===== src/inc/sdmr_pkg.sv =====
// Notes on behaviour
// - control bit 15 at 1 enables drop reset, at 0 stops its monitor; resets 1.
// - reset threshold bits 13:10 take only 0001 (default, low) or 0100 (high).
// - control bit 7 enables the drop interrupt monitor when 1; resets to 0.
// - interrupt threshold bits 5:2 take codes 0000..1110, default 0000; 1111 forbidden.
// - control bit 1 selects normal mode at 0 (reset) or low-power mode at 1.
// - control bits 14, 9:8, 0 read zero, bit 6 undefined; writes to them ignored.
// - control register ignores writes while locked; locked after reset until key written; lock_q is kept through a deep standby transition reset.
// - with interrupt enable at 0 the cause flag is never set.
// - enable and low-power both 1 stop the drop reset in low-speed standby modes.
// - control bits 15:8 return to defaults only on power-on reset.
// - control, cause and cause-clear registers survive a deep standby transition reset.
// - cause bit 7 reads 1 once a drop is caught, else 0; bits 6:0 zero.
// - writing 0 to clear bit 7 clears the cause; 1 does nothing; reads 1.
// - with monitoring on, supply below threshold sets the cause and raises the request.
// - unlocked until a non-key value is written; lock reads 1 locked, 0 unlocked.
// - after a clear the cause is not set again until supply rises above release.
package sdmr_pkg;
   // ********************************
   // register map, byte addresses
   // ********************************
   localparam int ADDR_W = 5;
   localparam logic [ADDR_W-1:0] OFS_CTL = 5'h00;
   localparam logic [ADDR_W-1:0] OFS_CAUSE = 5'h04;
   localparam logic [ADDR_W-1:0] OFS_CLR = 5'h08;
   localparam logic [ADDR_W-1:0] OFS_LOCK = 5'h0C;
   localparam logic [ADDR_W-1:0] OFS_STATUS = 5'h10;

   // ********************************
   // lock register values
   // ********************************
   localparam logic [31:0] LOCK_KEY = 32'h1ACCE553;
   localparam logic [31:0] LOCK_RD_LOCKED = 32'h00000001;
   localparam logic [31:0] LOCK_RD_OPEN = 32'h00000000;
   localparam logic [31:0] WORD_ZERO = 32'h00000000;

   // ********************************
   // control register fields
   // ********************************
   localparam int CTL_DRE = 15;
   localparam int CTL_THR_R_HI = 13;
   localparam int CTL_THR_R_LO = 10;
   localparam int CTL_IE = 7;
   localparam int CTL_THR_I_HI = 5;
   localparam int CTL_THR_I_LO = 2;
   localparam int CTL_LPM = 1;
   localparam int BE_HI = 1;
   localparam int BE_LO = 0;
   localparam logic [3:0] BE_ALL = 4'hF;
   localparam logic [3:0] THR_R_LOW = 4'h1;
   localparam logic [3:0] THR_R_HIGH = 4'h4;
   localparam logic [3:0] THR_I_FORBID = 4'hF;
   localparam logic [3:0] THR_I_RST = 4'h0;

   // ********************************
   // cause, clear and status fields
   // ********************************
   localparam int CAUSE_BIT = 7;
   localparam int CLR_BIT = 7;
   localparam int STS_IRQ_RDY = 7;
   localparam int STS_RST_RDY = 6;
   localparam logic [31:0] CLR_READ = 32'h00000080;

   typedef struct packed {
      logic drop_reset_enable;
      logic [3:0] reset_threshold_code;
      logic drop_irq_enable;
      logic [3:0] irq_threshold_code;
      logic irq_low_power_select;
   } sdmr_ctl_t;

   localparam sdmr_ctl_t CTL_RST = '{drop_reset_enable: 1'b1,
                                     reset_threshold_code: THR_R_LOW,
                                     drop_irq_enable: 1'b0,
                                     irq_threshold_code: THR_I_RST,
                                     irq_low_power_select: 1'b0};

   // bus handshake states, one-hot
   typedef enum logic [1:0] {
      BUS_IDLE = 2'b01,
      BUS_ACK = 2'b10
   } sdmr_bus_t;
endpackage : sdmr_pkg


===== src/design/sdmr_drop_detect.sv =====
`timescale 1ns/1ps
// ********************************
// drop event detector with re-arm
// ********************************
module sdmr_drop_detect (
   input wire logic mclk_in,
   input wire logic clr_in,
   input wire logic hold_in,
   input wire logic enable_in,
   input wire logic below_in,
   output logic set_out
);
   logic armed_q;
   logic armed_d;

   // one event per excursion below the threshold
   assign set_out = enable_in && below_in && armed_q;

   // re-arm only once the supply has come back above release
   always_comb begin
      armed_d = armed_q;
      if (set_out) begin
         armed_d = 1'b0;
      end else if (!below_in) begin
         armed_d = 1'b1;
      end
   end

   always_ff @(posedge mclk_in) begin
      if (clr_in) begin
         armed_q <= 1'b1;
      end else if (!hold_in) begin
         armed_q <= armed_d;
      end
   end
endmodule : sdmr_drop_detect


===== src/design/sdmr_top.sv =====
// The placing of the registers and register access over Avalon-MM were left to the implementer.
`timescale 1ns/1ps
// ********************************
// supply drop monitor register block
// ********************************
module sdmr_top
   import sdmr_pkg::*;
(
   input wire logic mclk_in,
   input wire logic rst_b_in,
   input wire logic por_b_in,
   input wire logic dstb_rst_in,
   input wire logic [ADDR_W-1:0] avs_address_in,
   input wire logic avs_read_in,
   input wire logic avs_write_in,
   input wire logic [31:0] avs_writedata_in,
   input wire logic [3:0] avs_byteenable_in,
   output logic [31:0] avs_readdata_out,
   output logic avs_waitrequest_out,
   input wire logic supply_below_irq_in,
   input wire logic reset_monitor_active_in,
   input wire logic irq_monitor_active_in,
   input wire logic low_speed_standby_in,
   output logic drop_reset_enable_out,
   output logic [3:0] reset_threshold_code_out,
   output logic drop_irq_enable_out,
   output logic [3:0] irq_threshold_code_out,
   output logic irq_low_power_select_out,
   output logic reset_monitor_run_out,
   output logic irq_out
);

   // ********************************
   // reset scope
   // ********************************
   logic por_rst;
   logic gen_rst;
   logic any_rst;

   // deep standby transition reset holds state instead of clearing it
   assign por_rst = !por_b_in;
   assign gen_rst = !rst_b_in && !dstb_rst_in;
   assign any_rst = !rst_b_in;

   // ********************************
   // state
   // ********************************
   sdmr_bus_t bus_q;
   sdmr_bus_t bus_d;
   logic wait_q;
   logic wait_d;
   logic [31:0] rdata_q;
   logic [31:0] rdata_d;
   sdmr_ctl_t ctl_q;
   sdmr_ctl_t ctl_d;
   logic lock_q;
   logic lock_d;
   logic cause_q;
   logic cause_d;
   logic run_q;
   logic run_d;
   logic sts_irq_q;
   logic sts_rst_q;

   logic req;
   logic take;
   logic wr_take;
   logic drop_set;
   logic clr_hit;

   // ********************************
   // bus handshake
   // ********************************
   assign req = avs_read_in || avs_write_in;
   // the request is taken on the edge where waitrequest is low
   assign take = req && (bus_q == BUS_ACK);
   assign wr_take = take && avs_write_in;

   // every access answers one cycle after it appears
   always_comb begin
      bus_d = bus_q;
      wait_d = 1'b1;
      case (bus_q)
         BUS_IDLE: begin
            if (req) begin
               bus_d = BUS_ACK;
               wait_d = 1'b0;
            end
         end
         BUS_ACK: begin
            bus_d = BUS_IDLE;
         end
         default: begin
            bus_d = BUS_IDLE;
         end
      endcase
   end

   always_ff @(posedge mclk_in) begin
      if (any_rst) begin
         bus_q <= BUS_IDLE;
         wait_q <= 1'b1;
      end else begin
         bus_q <= bus_d;
         wait_q <= wait_d;
      end
   end

   // ********************************
   // read data
   // ********************************
   // read word is built while waiting so it stands at the taking edge
   always_comb begin
      rdata_d = WORD_ZERO;
      if (avs_address_in == OFS_CTL) begin
         rdata_d[CTL_DRE] = ctl_q.drop_reset_enable;
         rdata_d[CTL_THR_R_HI:CTL_THR_R_LO] = ctl_q.reset_threshold_code;
         rdata_d[CTL_IE] = ctl_q.drop_irq_enable;
         rdata_d[CTL_THR_I_HI:CTL_THR_I_LO] = ctl_q.irq_threshold_code;
         rdata_d[CTL_LPM] = ctl_q.irq_low_power_select;
      end else if (avs_address_in == OFS_CAUSE) begin
         rdata_d[CAUSE_BIT] = cause_q;
      end else if (avs_address_in == OFS_CLR) begin
         rdata_d = CLR_READ;
      end else if (avs_address_in == OFS_LOCK) begin
         rdata_d = lock_q ? LOCK_RD_LOCKED : LOCK_RD_OPEN;
      end else if (avs_address_in == OFS_STATUS) begin
         rdata_d[STS_IRQ_RDY] = sts_irq_q;
         rdata_d[STS_RST_RDY] = sts_rst_q;
      end
   end

   always_ff @(posedge mclk_in) begin
      if (any_rst) begin
         rdata_q <= WORD_ZERO;
      end else if (avs_read_in && bus_q == BUS_IDLE) begin
         rdata_q <= rdata_d;
      end
   end

   // ********************************
   // write lock
   // ********************************
   // any write other than the full key relocks, including partial writes
   always_comb begin
      lock_d = lock_q;
      if (wr_take && avs_address_in == OFS_LOCK) begin
         lock_d = !(avs_byteenable_in == BE_ALL
                    && avs_writedata_in == LOCK_KEY);
      end
   end

   always_ff @(posedge mclk_in) begin
      if (por_rst || gen_rst) begin
         lock_q <= 1'b1;
      end else if (!any_rst) begin
         lock_q <= lock_d;
      end
   end

   // ********************************
   // control register
   // ********************************
   // reserved bits are not stored, so they read zero and ignore writes
   always_comb begin
      ctl_d = ctl_q;
      if (wr_take && avs_address_in == OFS_CTL && !lock_q) begin
         if (avs_byteenable_in[BE_HI]) begin
            ctl_d.drop_reset_enable = avs_writedata_in[CTL_DRE];
            // illegal reset codes leave the old code in place
            if (avs_writedata_in[CTL_THR_R_HI:CTL_THR_R_LO] == THR_R_LOW
                || avs_writedata_in[CTL_THR_R_HI:CTL_THR_R_LO] == THR_R_HIGH) begin
               ctl_d.reset_threshold_code =
                  avs_writedata_in[CTL_THR_R_HI:CTL_THR_R_LO];
            end
         end
         if (avs_byteenable_in[BE_LO]) begin
            ctl_d.drop_irq_enable = avs_writedata_in[CTL_IE];
            if (avs_writedata_in[CTL_THR_I_HI:CTL_THR_I_LO] != THR_I_FORBID) begin
               ctl_d.irq_threshold_code =
                  avs_writedata_in[CTL_THR_I_HI:CTL_THR_I_LO];
            end
            ctl_d.irq_low_power_select = avs_writedata_in[CTL_LPM];
         end
      end
   end

   // upper byte clears only on power-on; lower byte also on any reset other than a deep standby transition reset
   always_ff @(posedge mclk_in) begin
      if (por_rst) begin
         ctl_q <= CTL_RST;
      end else if (gen_rst) begin
         ctl_q.drop_irq_enable <= CTL_RST.drop_irq_enable;
         ctl_q.irq_threshold_code <= CTL_RST.irq_threshold_code;
         ctl_q.irq_low_power_select <= CTL_RST.irq_low_power_select;
      end else if (!any_rst) begin
         ctl_q <= ctl_d;
      end
   end

   // ********************************
   // interrupt cause
   // ********************************
   sdmr_drop_detect u_detect (
      .mclk_in(mclk_in),
      .clr_in(por_rst || gen_rst),
      .hold_in(any_rst),
      .enable_in(ctl_q.drop_irq_enable && irq_monitor_active_in),
      .below_in(supply_below_irq_in),
      .set_out(drop_set)
   );

   assign clr_hit = wr_take && avs_address_in == OFS_CLR
                    && avs_byteenable_in[BE_LO] && !avs_writedata_in[CLR_BIT];

   // a drop in the same cycle as a clear wins, so no event is lost
   always_comb begin
      cause_d = cause_q;
      if (drop_set) begin
         cause_d = 1'b1;
      end else if (clr_hit) begin
         cause_d = 1'b0;
      end
   end

   always_ff @(posedge mclk_in) begin
      if (por_rst || gen_rst) begin
         cause_q <= 1'b0;
      end else if (!any_rst) begin
         cause_q <= cause_d;
      end
   end

   // ********************************
   // reset monitor gating and status
   // ********************************
   // the drop reset is parked in low-speed standby while the irq monitor is enabled in low-power mode
   always_comb begin
      run_d = ctl_q.drop_reset_enable
              && !(ctl_q.drop_irq_enable && ctl_q.irq_low_power_select
                   && low_speed_standby_in);
   end

   always_ff @(posedge mclk_in) begin
      if (por_rst) begin
         run_q <= CTL_RST.drop_reset_enable;
         sts_irq_q <= 1'b0;
         sts_rst_q <= 1'b1;
      end else if (!any_rst) begin
         run_q <= run_d;
         sts_irq_q <= irq_monitor_active_in;
         sts_rst_q <= reset_monitor_active_in;
      end
   end

   // ********************************
   // outputs
   // ********************************
   assign avs_readdata_out = rdata_q;
   assign avs_waitrequest_out = wait_q;
   assign drop_reset_enable_out = ctl_q.drop_reset_enable;
   assign reset_threshold_code_out = ctl_q.reset_threshold_code;
   assign drop_irq_enable_out = ctl_q.drop_irq_enable;
   assign irq_threshold_code_out = ctl_q.irq_threshold_code;
   assign irq_low_power_select_out = ctl_q.irq_low_power_select;
   assign reset_monitor_run_out = run_q;
   assign irq_out = cause_q;

   // ********************************
   // checks
   // ********************************
   locked_write_a: assert property (
      @(posedge mclk_in) disable iff (any_rst)
      (wr_take && avs_address_in == OFS_CTL && lock_q) |=> $stable(ctl_q))
      else $error("control changed while locked");

   key_unlock_a: assert property (
      @(posedge mclk_in) disable iff (any_rst)
      (wr_take && avs_address_in == OFS_LOCK && avs_byteenable_in == BE_ALL)
      |=> (lock_q == ($past(avs_writedata_in) != LOCK_KEY)))
      else $error("lock state does not follow written value");

   lock_read_a: assert property (
      @(posedge mclk_in) disable iff (any_rst)
      (avs_read_in && bus_q == BUS_IDLE && avs_address_in == OFS_LOCK)
      ##1 !avs_waitrequest_out
      |-> avs_readdata_out == ($past(lock_q) ? LOCK_RD_LOCKED : LOCK_RD_OPEN))
      else $error("lock read value wrong");

   no_set_off_a: assert property (
      @(posedge mclk_in) disable iff (any_rst)
      (!ctl_q.drop_irq_enable && !cause_q) |=> !cause_q)
      else $error("cause set while interrupt monitor stopped");

   // only a fresh fall is sure to be armed; a level held low after a clear must not set
   drop_sets_a: assert property (
      @(posedge mclk_in) disable iff (any_rst)
      (ctl_q.drop_irq_enable && irq_monitor_active_in && $rose(supply_below_irq_in))
      |=> irq_out)
      else $error("drop did not raise the request");

   clear_cause_a: assert property (
      @(posedge mclk_in) disable iff (any_rst)
      (clr_hit && !drop_set) |=> !irq_out ##1 (irq_out == $past(drop_set)))
      else $error("cause clear misbehaved");

   no_rearm_a: assert property (
      @(posedge mclk_in) disable iff (any_rst)
      (cause_q && clr_hit && !drop_set && supply_below_irq_in)
      ##1 supply_below_irq_in |=> !cause_q)
      else $error("cause set again without release");

   cause_read_a: assert property (
      @(posedge mclk_in) disable iff (any_rst)
      (avs_read_in && bus_q == BUS_IDLE && avs_address_in == OFS_CAUSE)
      |=> avs_readdata_out == {24'h000000, $past(cause_q), 7'h00})
      else $error("cause read value wrong");

   ctl_reserved_a: assert property (
      @(posedge mclk_in) disable iff (any_rst)
      (avs_read_in && bus_q == BUS_IDLE && avs_address_in == OFS_CTL)
      |=> avs_readdata_out[14] == 1'b0 && avs_readdata_out[9:8] == 2'b00
          && avs_readdata_out[0] == 1'b0)
      else $error("reserved control bits not zero");

   lp_park_a: assert property (
      @(posedge mclk_in) disable iff (any_rst)
      (ctl_q.drop_irq_enable && ctl_q.irq_low_power_select
       && low_speed_standby_in) |=> !reset_monitor_run_out)
      else $error("drop reset runs in low-power standby");

   por_scope_a: assert property (
      @(posedge mclk_in) disable iff (por_rst)
      !rst_b_in |=> $stable(ctl_q.drop_reset_enable)
                    && $stable(ctl_q.reset_threshold_code))
      else $error("upper control bits changed by a non power-on reset");

   bus_answer_a: assert property (
      @(posedge mclk_in) disable iff (any_rst)
      (req && bus_q == BUS_IDLE) |=> !avs_waitrequest_out ##1 avs_waitrequest_out)
      else $error("bus answer not one cycle");
endmodule : sdmr_top


===== config.mk =====
export PLATFORM = sky130hd
export DESIGN_NAME = sdmr_top
export DESIGN_NICKNAME = d
export VERILOG_FILES = /design/src/inc/sdmr_pkg.sv /design/src/design/sdmr_drop_detect.sv /design/src/design/sdmr_top.sv
export SDC_FILE = /design/constraint.sdc
export NUM_CORES = 1
export LEC_CHECK = 0
export ABC_AREA = 1
export BUFFER_PORTS_ARGS = -buffer_cell sky130_fd_sc_hd__buf_2
export CORE_AREA = 2 2 53 92
export CTS_CLUSTER_SIZE = 24
export DETAILED_ROUTE_END_ITERATION = 7
export DIE_AREA = 0 0 55 94
export PLACE_DENSITY = 0.72
export SLEW_MARGIN = 25
export SYNTH_ARGS = -nofsm -noshare
export SYNTH_HDL_FRONTEND = slang
export SYNTH_SLANG_ARGS = --single-unit

===== constraint.sdc =====
create_clock -name mclk_in -period 1.5 [get_ports mclk_in]
set_clock_uncertainty 0.05 [all_clocks]
set_input_delay 0.15 -clock mclk_in [delete_from_list [all_inputs] [get_ports mclk_in]]
set_output_delay 0.15 -clock mclk_in [all_outputs]
set_load 0.05 [all_outputs]

Yosys cells after proc, flatten, opt, wreduce, memory -nomap -nowiden
Index checks and enable logic that the tools add are counted.

operators by class
  muxes and demuxes = 21
  bitwise operators = 2
  reduce and logical (&&, ||, !) cells = 38
  equality and inequality tests = 12

operators with widths
  kind                                                    number
  equality test 32 x 29 -> 1 bit (second input constant)  1
  logical AND 1 bit                                       17
  2-to-1 mux 16 bit                                       1
  2-to-1 mux 1 bit                                        13
  equality test 5 x 4 -> 1 bit (second input constant)    2
  2-to-1 mux 8 bit                                        1
  AND reduction 2 bit                                     4
  AND reduction 4 bit                                     2
  zero test 1 bit                                         7
  2-to-1 mux 7 bit                                        1
  2-to-1 mux 2 bit                                        3
  equality test 5 x 3 -> 1 bit (second input constant)    1
  equality test 5 bit (second input constant)             1
  zero test 5 bit                                         1
  2-to-1 mux 5 bit                                        1
  AND reduction 5 bit                                     1
  equality test 4 x 1 -> 1 bit (second input constant)    1
  equality test 4 x 3 -> 1 bit (second input constant)    1
  equality test 4 bit (second input constant)             1
  2-to-1 mux 4 bit                                        1
  != test 4 bit (second input constant)                   1
  logical OR 1 bit                                        3
  AND reduction 3 bit                                     1
  equality test 2 x 1 -> 1 bit (second input constant)    1
  other kinds (5)                                         6

storage, ports and cells
  logic and storage cells = 87
  input port bits = 51
  register bits = 52
  output and inout port bits = 46

Depth between registers and ports, before layout
  word-level depth = 8
  depth in mapped cells = 7
  depth with buffers taken out = 7

By module
From an unflattened synthesis, not the netlist that was laid out.

unflattened totals
  cell total of the unflattened synthesis = 247
  area, all modules = 1730.4 sq um

modules (own cells, without submodules)
  module            times used  area an instance (sq um)  cells an instance  seq. area each (sq um)
  sdmr_top          1           1681.6                    239                640.6
  sdmr_drop_detect  1           48.8                      8                  20.0

Worst setup path after synthesis
OpenSTA, ideal clock, no wires.

  path kind = register -> register
  start = register bus_q[0]
  end = register rdata_q[1] (netlist: avs_readdata_out[1])
  arrival time = 1.030 ns
  clock period less this slack = 1.198 ns
  setup slack = 0.302 ns
  library setup time = 0.118 ns
  data required time = 1.332 ns
  path buffers = 1
  cell stages (with the launch flop) = 8
  path through = dfxtp_1 -> inv_1 -> or2_4 -> nor2_8 -> inv_2 -> buf_6 -> a21oi_1 -> nor2_1

between the ends
  cells in the longest elaborated chain, start to end = 2

ends and longest elaborated chain
  what                          RTL line         source
  from (decl)                   sdmr_top.sv:48   sdmr_bus_t bus_q;
  from (signal assigned)        sdmr_top.sv:104  bus_q <= bus_d;
  equality test 2 x 1 -> 1 bit  sdmr_top.sv:136  end else if (avs_read_in && bus_q == BUS_IDLE) begin
  logical AND 1 bit             sdmr_top.sv:136
  to (signal assigned)          sdmr_top.sv:137  rdata_q <= rdata_d;
  to (decl)                     sdmr_top.sv:52   logic [31:0] rdata_q;

Every way passes these cells.
A chain may end at the register's enable or synchronous reset.

Worst setup path in the final report
  start = register bus_q[0]
  end = register rdata_q[7] (netlist: avs_readdata_out[7])

The elaborated chain is that of the path after synthesis.

==> flow_summary.toml <==
[run_status]
outcome = "finished clean"

[detailed_routing]
drt_pass1_iterations = 4
avgViaCountPerCell = 4.71
drtIter0Drc = 31
vias = 1671
wl_per_cell_um = 11.5
drt_wl_total_um = 4090
drc_errors = 0
ant_nets = 0

[critical_path]
r2r-start = "bus_q[0]$_SDFFE_PN1N_"
arrival_ns = 1.47
critPathLaunchType = "register"
required_ns = 1.67
crit_fanout = 12
crit_path_end_kind = "register"
path_class = "register to register"
cp-startpoint = "bus_q[0]$_SDFFE_PN1N_"

[die]
ios = 97
core_area_mm2 = 0.00440
dieHeight_um = 94
dieArea_mm2 = 0.00517
die_w_um = 55
fp-row-count = 32
start_util_pct = 39.0

[clock_network]
cts_buffers = 5
cts_root_buffer = "clkbuf_8"
h-tree-depth = 2
cts_setup_buffers = 0
clock-sinks = 33
ctsHoldBuffers = 0
clkSlewWorstSetupHoldPaths_ns = 0.06
cts.path.max_buffers = 2
cts_tree = "done"
worstSkewPairLatency_ns = 0.28
cts_resized = 0

[synth]
synth.top_cells.by_area = "dfxtp_1 38%, buf_4 8.7%, nor2_1 6.6%"
synth_top_area_cell = "dfxtp_1"
synth_top_area_share_pct = 38.5
synth_warnings = 0
synth_seq_cells = 33
syn-cell-area_mm2 = 0.00172
synth_cells = 222
synth_cell_types = 31
seq_area_frac_synth_pct = 38.5
syn_area_per_cell_um2 = 7.74

[timing]
setup_violations = 0
hold_viol = 0
drv_slew = 0
fin_crit_ns = 1.31
timing.fmax_mhz = 766
final.period_utilization_pct = 87.1
holdWs_ns = 0.0538
grt_setup_unrepaired = "false"
setup_tns_ns = 0

[global_route]
grt_max_degree = 13
overflow = 0
grt_use_total_pct = 17.2
antenna_found_initial = 0
grt_pass1_wl_um = 6370
grt_pass1_vias = 1505

[placement]
gp_congestion = 0.787
portBuffers = 77
dp_hpwl_um = 3410

[flow_run]
max_cap_viol_count = 0

[final_layout]
nets = 354
insertedDiodeCount = 0
syn2layout_area_growth_pct = 27.4
num-fill-cells = 472
drive_above_1_share_pct = 34.9

[worst_hold_path]
hold_class = "primary input to register"
hp-start = "reset_monitor_active_in"

[power]
ir_worst_vdd_v = 0.000646
p_per_area_mw_per_mm2 = 1050
leakage_nw = 1.14
## synth_stat cells, drive strengths merged
library cell / instances
nor2: 36
dfxtp: 33
inv: 25
buf: 24
nand2: 24
o21ai: 20
a21oi: 19
nand3: 19
nand4: 10
nand3b: 2
nor3: 2
or2: 2
clkbuf: 1
conb: 1
nor3b: 1
o211a: 1
o211ai: 1
xnor2: 1
## final cells by class
type / count / area [um2] / area share, %
clock inverters: 1 / 30.0 / 1.37
inverters: 25 / 93.8 / 4.29
repair buffers: 81 / 415 / 19.0
well taps: 51 / 63.8 / 2.92
flip-flops and latches: 33 / 661 / 30.2
multi-input cells: 157 / 838 / 38.3
clock buffers: 7 / 86.3 / 3.95
## path summary, 6_finish.rpt
path	to	slack [ns]	cells after the start
hold reg to reg	reset_threshold_code_out[2]$_SDFFE_PN0P_	0.41	2
setup / recovery	avs_readdata_out[7]$_SDFFE_PN0P_	0.19	7
setup reg to reg	avs_readdata_out[7]$_SDFFE_PN0P_	0.19	7
hold / removal	sts_rst_q$_SDFFE_PN1P_	0.05	3
## metrics by stage
step                total power, mW  instance area [um2]  util, %  cells  setup WS [ns]
finish                         2.29                 2190     49.7    355          0.194
global route                   2.40                 2190     49.7    355         0.0955
CTS                            2.31                 2190     49.7    355          0.173
detailed placement             1.46                 2070     47.0    347          0.191
global placement               1.45                 2070     47.0    347          0.251
floorplan                      1.36                 1790        -    240          0.302
## report_power, final
part / internal, mW / leakage (nW) / switching, mW / total, mW
registers: 0.919 / 0.270 / 0.0204 / 0.939
clock network: 0.541 / 0.0585 / 0.309 / 0.850
logic: 0.131 / 0.808 / 0.367 / 0.498
total: 1.59 / 1.14 / 0.696 / 2.29
## routing by layer
metal / vias up / part of all wire (%) / global-route usage (%)
li1: 851 / - / -
met1: 724 / 35 / 17.4
met2: 85 / 55 / 30.8
met3: 11 / 7.5 / 3.34
met4: 0 / 2.9 / 9.35
met5: - / 0 / 0
## flip-flops by register name, summed over array words and instances (netlist names), 2 cells and up
name	cells
bus_q	2
irq_threshold_code_out	4
reset_threshold_code_out	4
avs_readdata_out	13
## cell families (layout without fill, tap and decap cells)
logic type	count (synthesis)	after routing	synth area share, %
DFF	33	33	38.5
and+or+nand+nor	96	96	30.9
other	1	19	0.218
xor gates and xnor gates	1	1	0.510
buffers and inverters	50	114	16.7
AOI/OAI and AO/OA	41	41	13.3
## critical path, cell delays in order, from the launching register on
cell	delay [ns]
dfxtp_1	0.31
inv_1	0.07
or2_4	0.26
nor2_8	0.12
inv_2	0.12
a21oi_1	0.13
nand2_1	0.08
a21oi_2	0.12
## cells in the final DEF (no fill, tap or decap), types with 2 or more instances in the layout
| cell | instances |
|---|---|
| buf_2 | 77 |
| dfxtp_1 | 33 |
| nor2_1 | 30 |
| inv_1 | 24 |
| nand2_1 | 23 |
| conb_1 | 19 |
| o21ai_0 | 16 |
| nand3_1 | 16 |
| a21oi_1 | 15 |
| nand4_1 | 9 |
| clkbuf_8 | 6 |
| o21ai_1 | 4 |
| a21oi_2 | 4 |
| buf_4 | 4 |
| nor2_8 | 2 |
| nor2_4 | 2 |
| nor2_2 | 2 |
| nand3_4 | 2 |
| nor3_1 | 2 |
| nand3b_1 | 2 |
(Power assumes the default switching activity.)
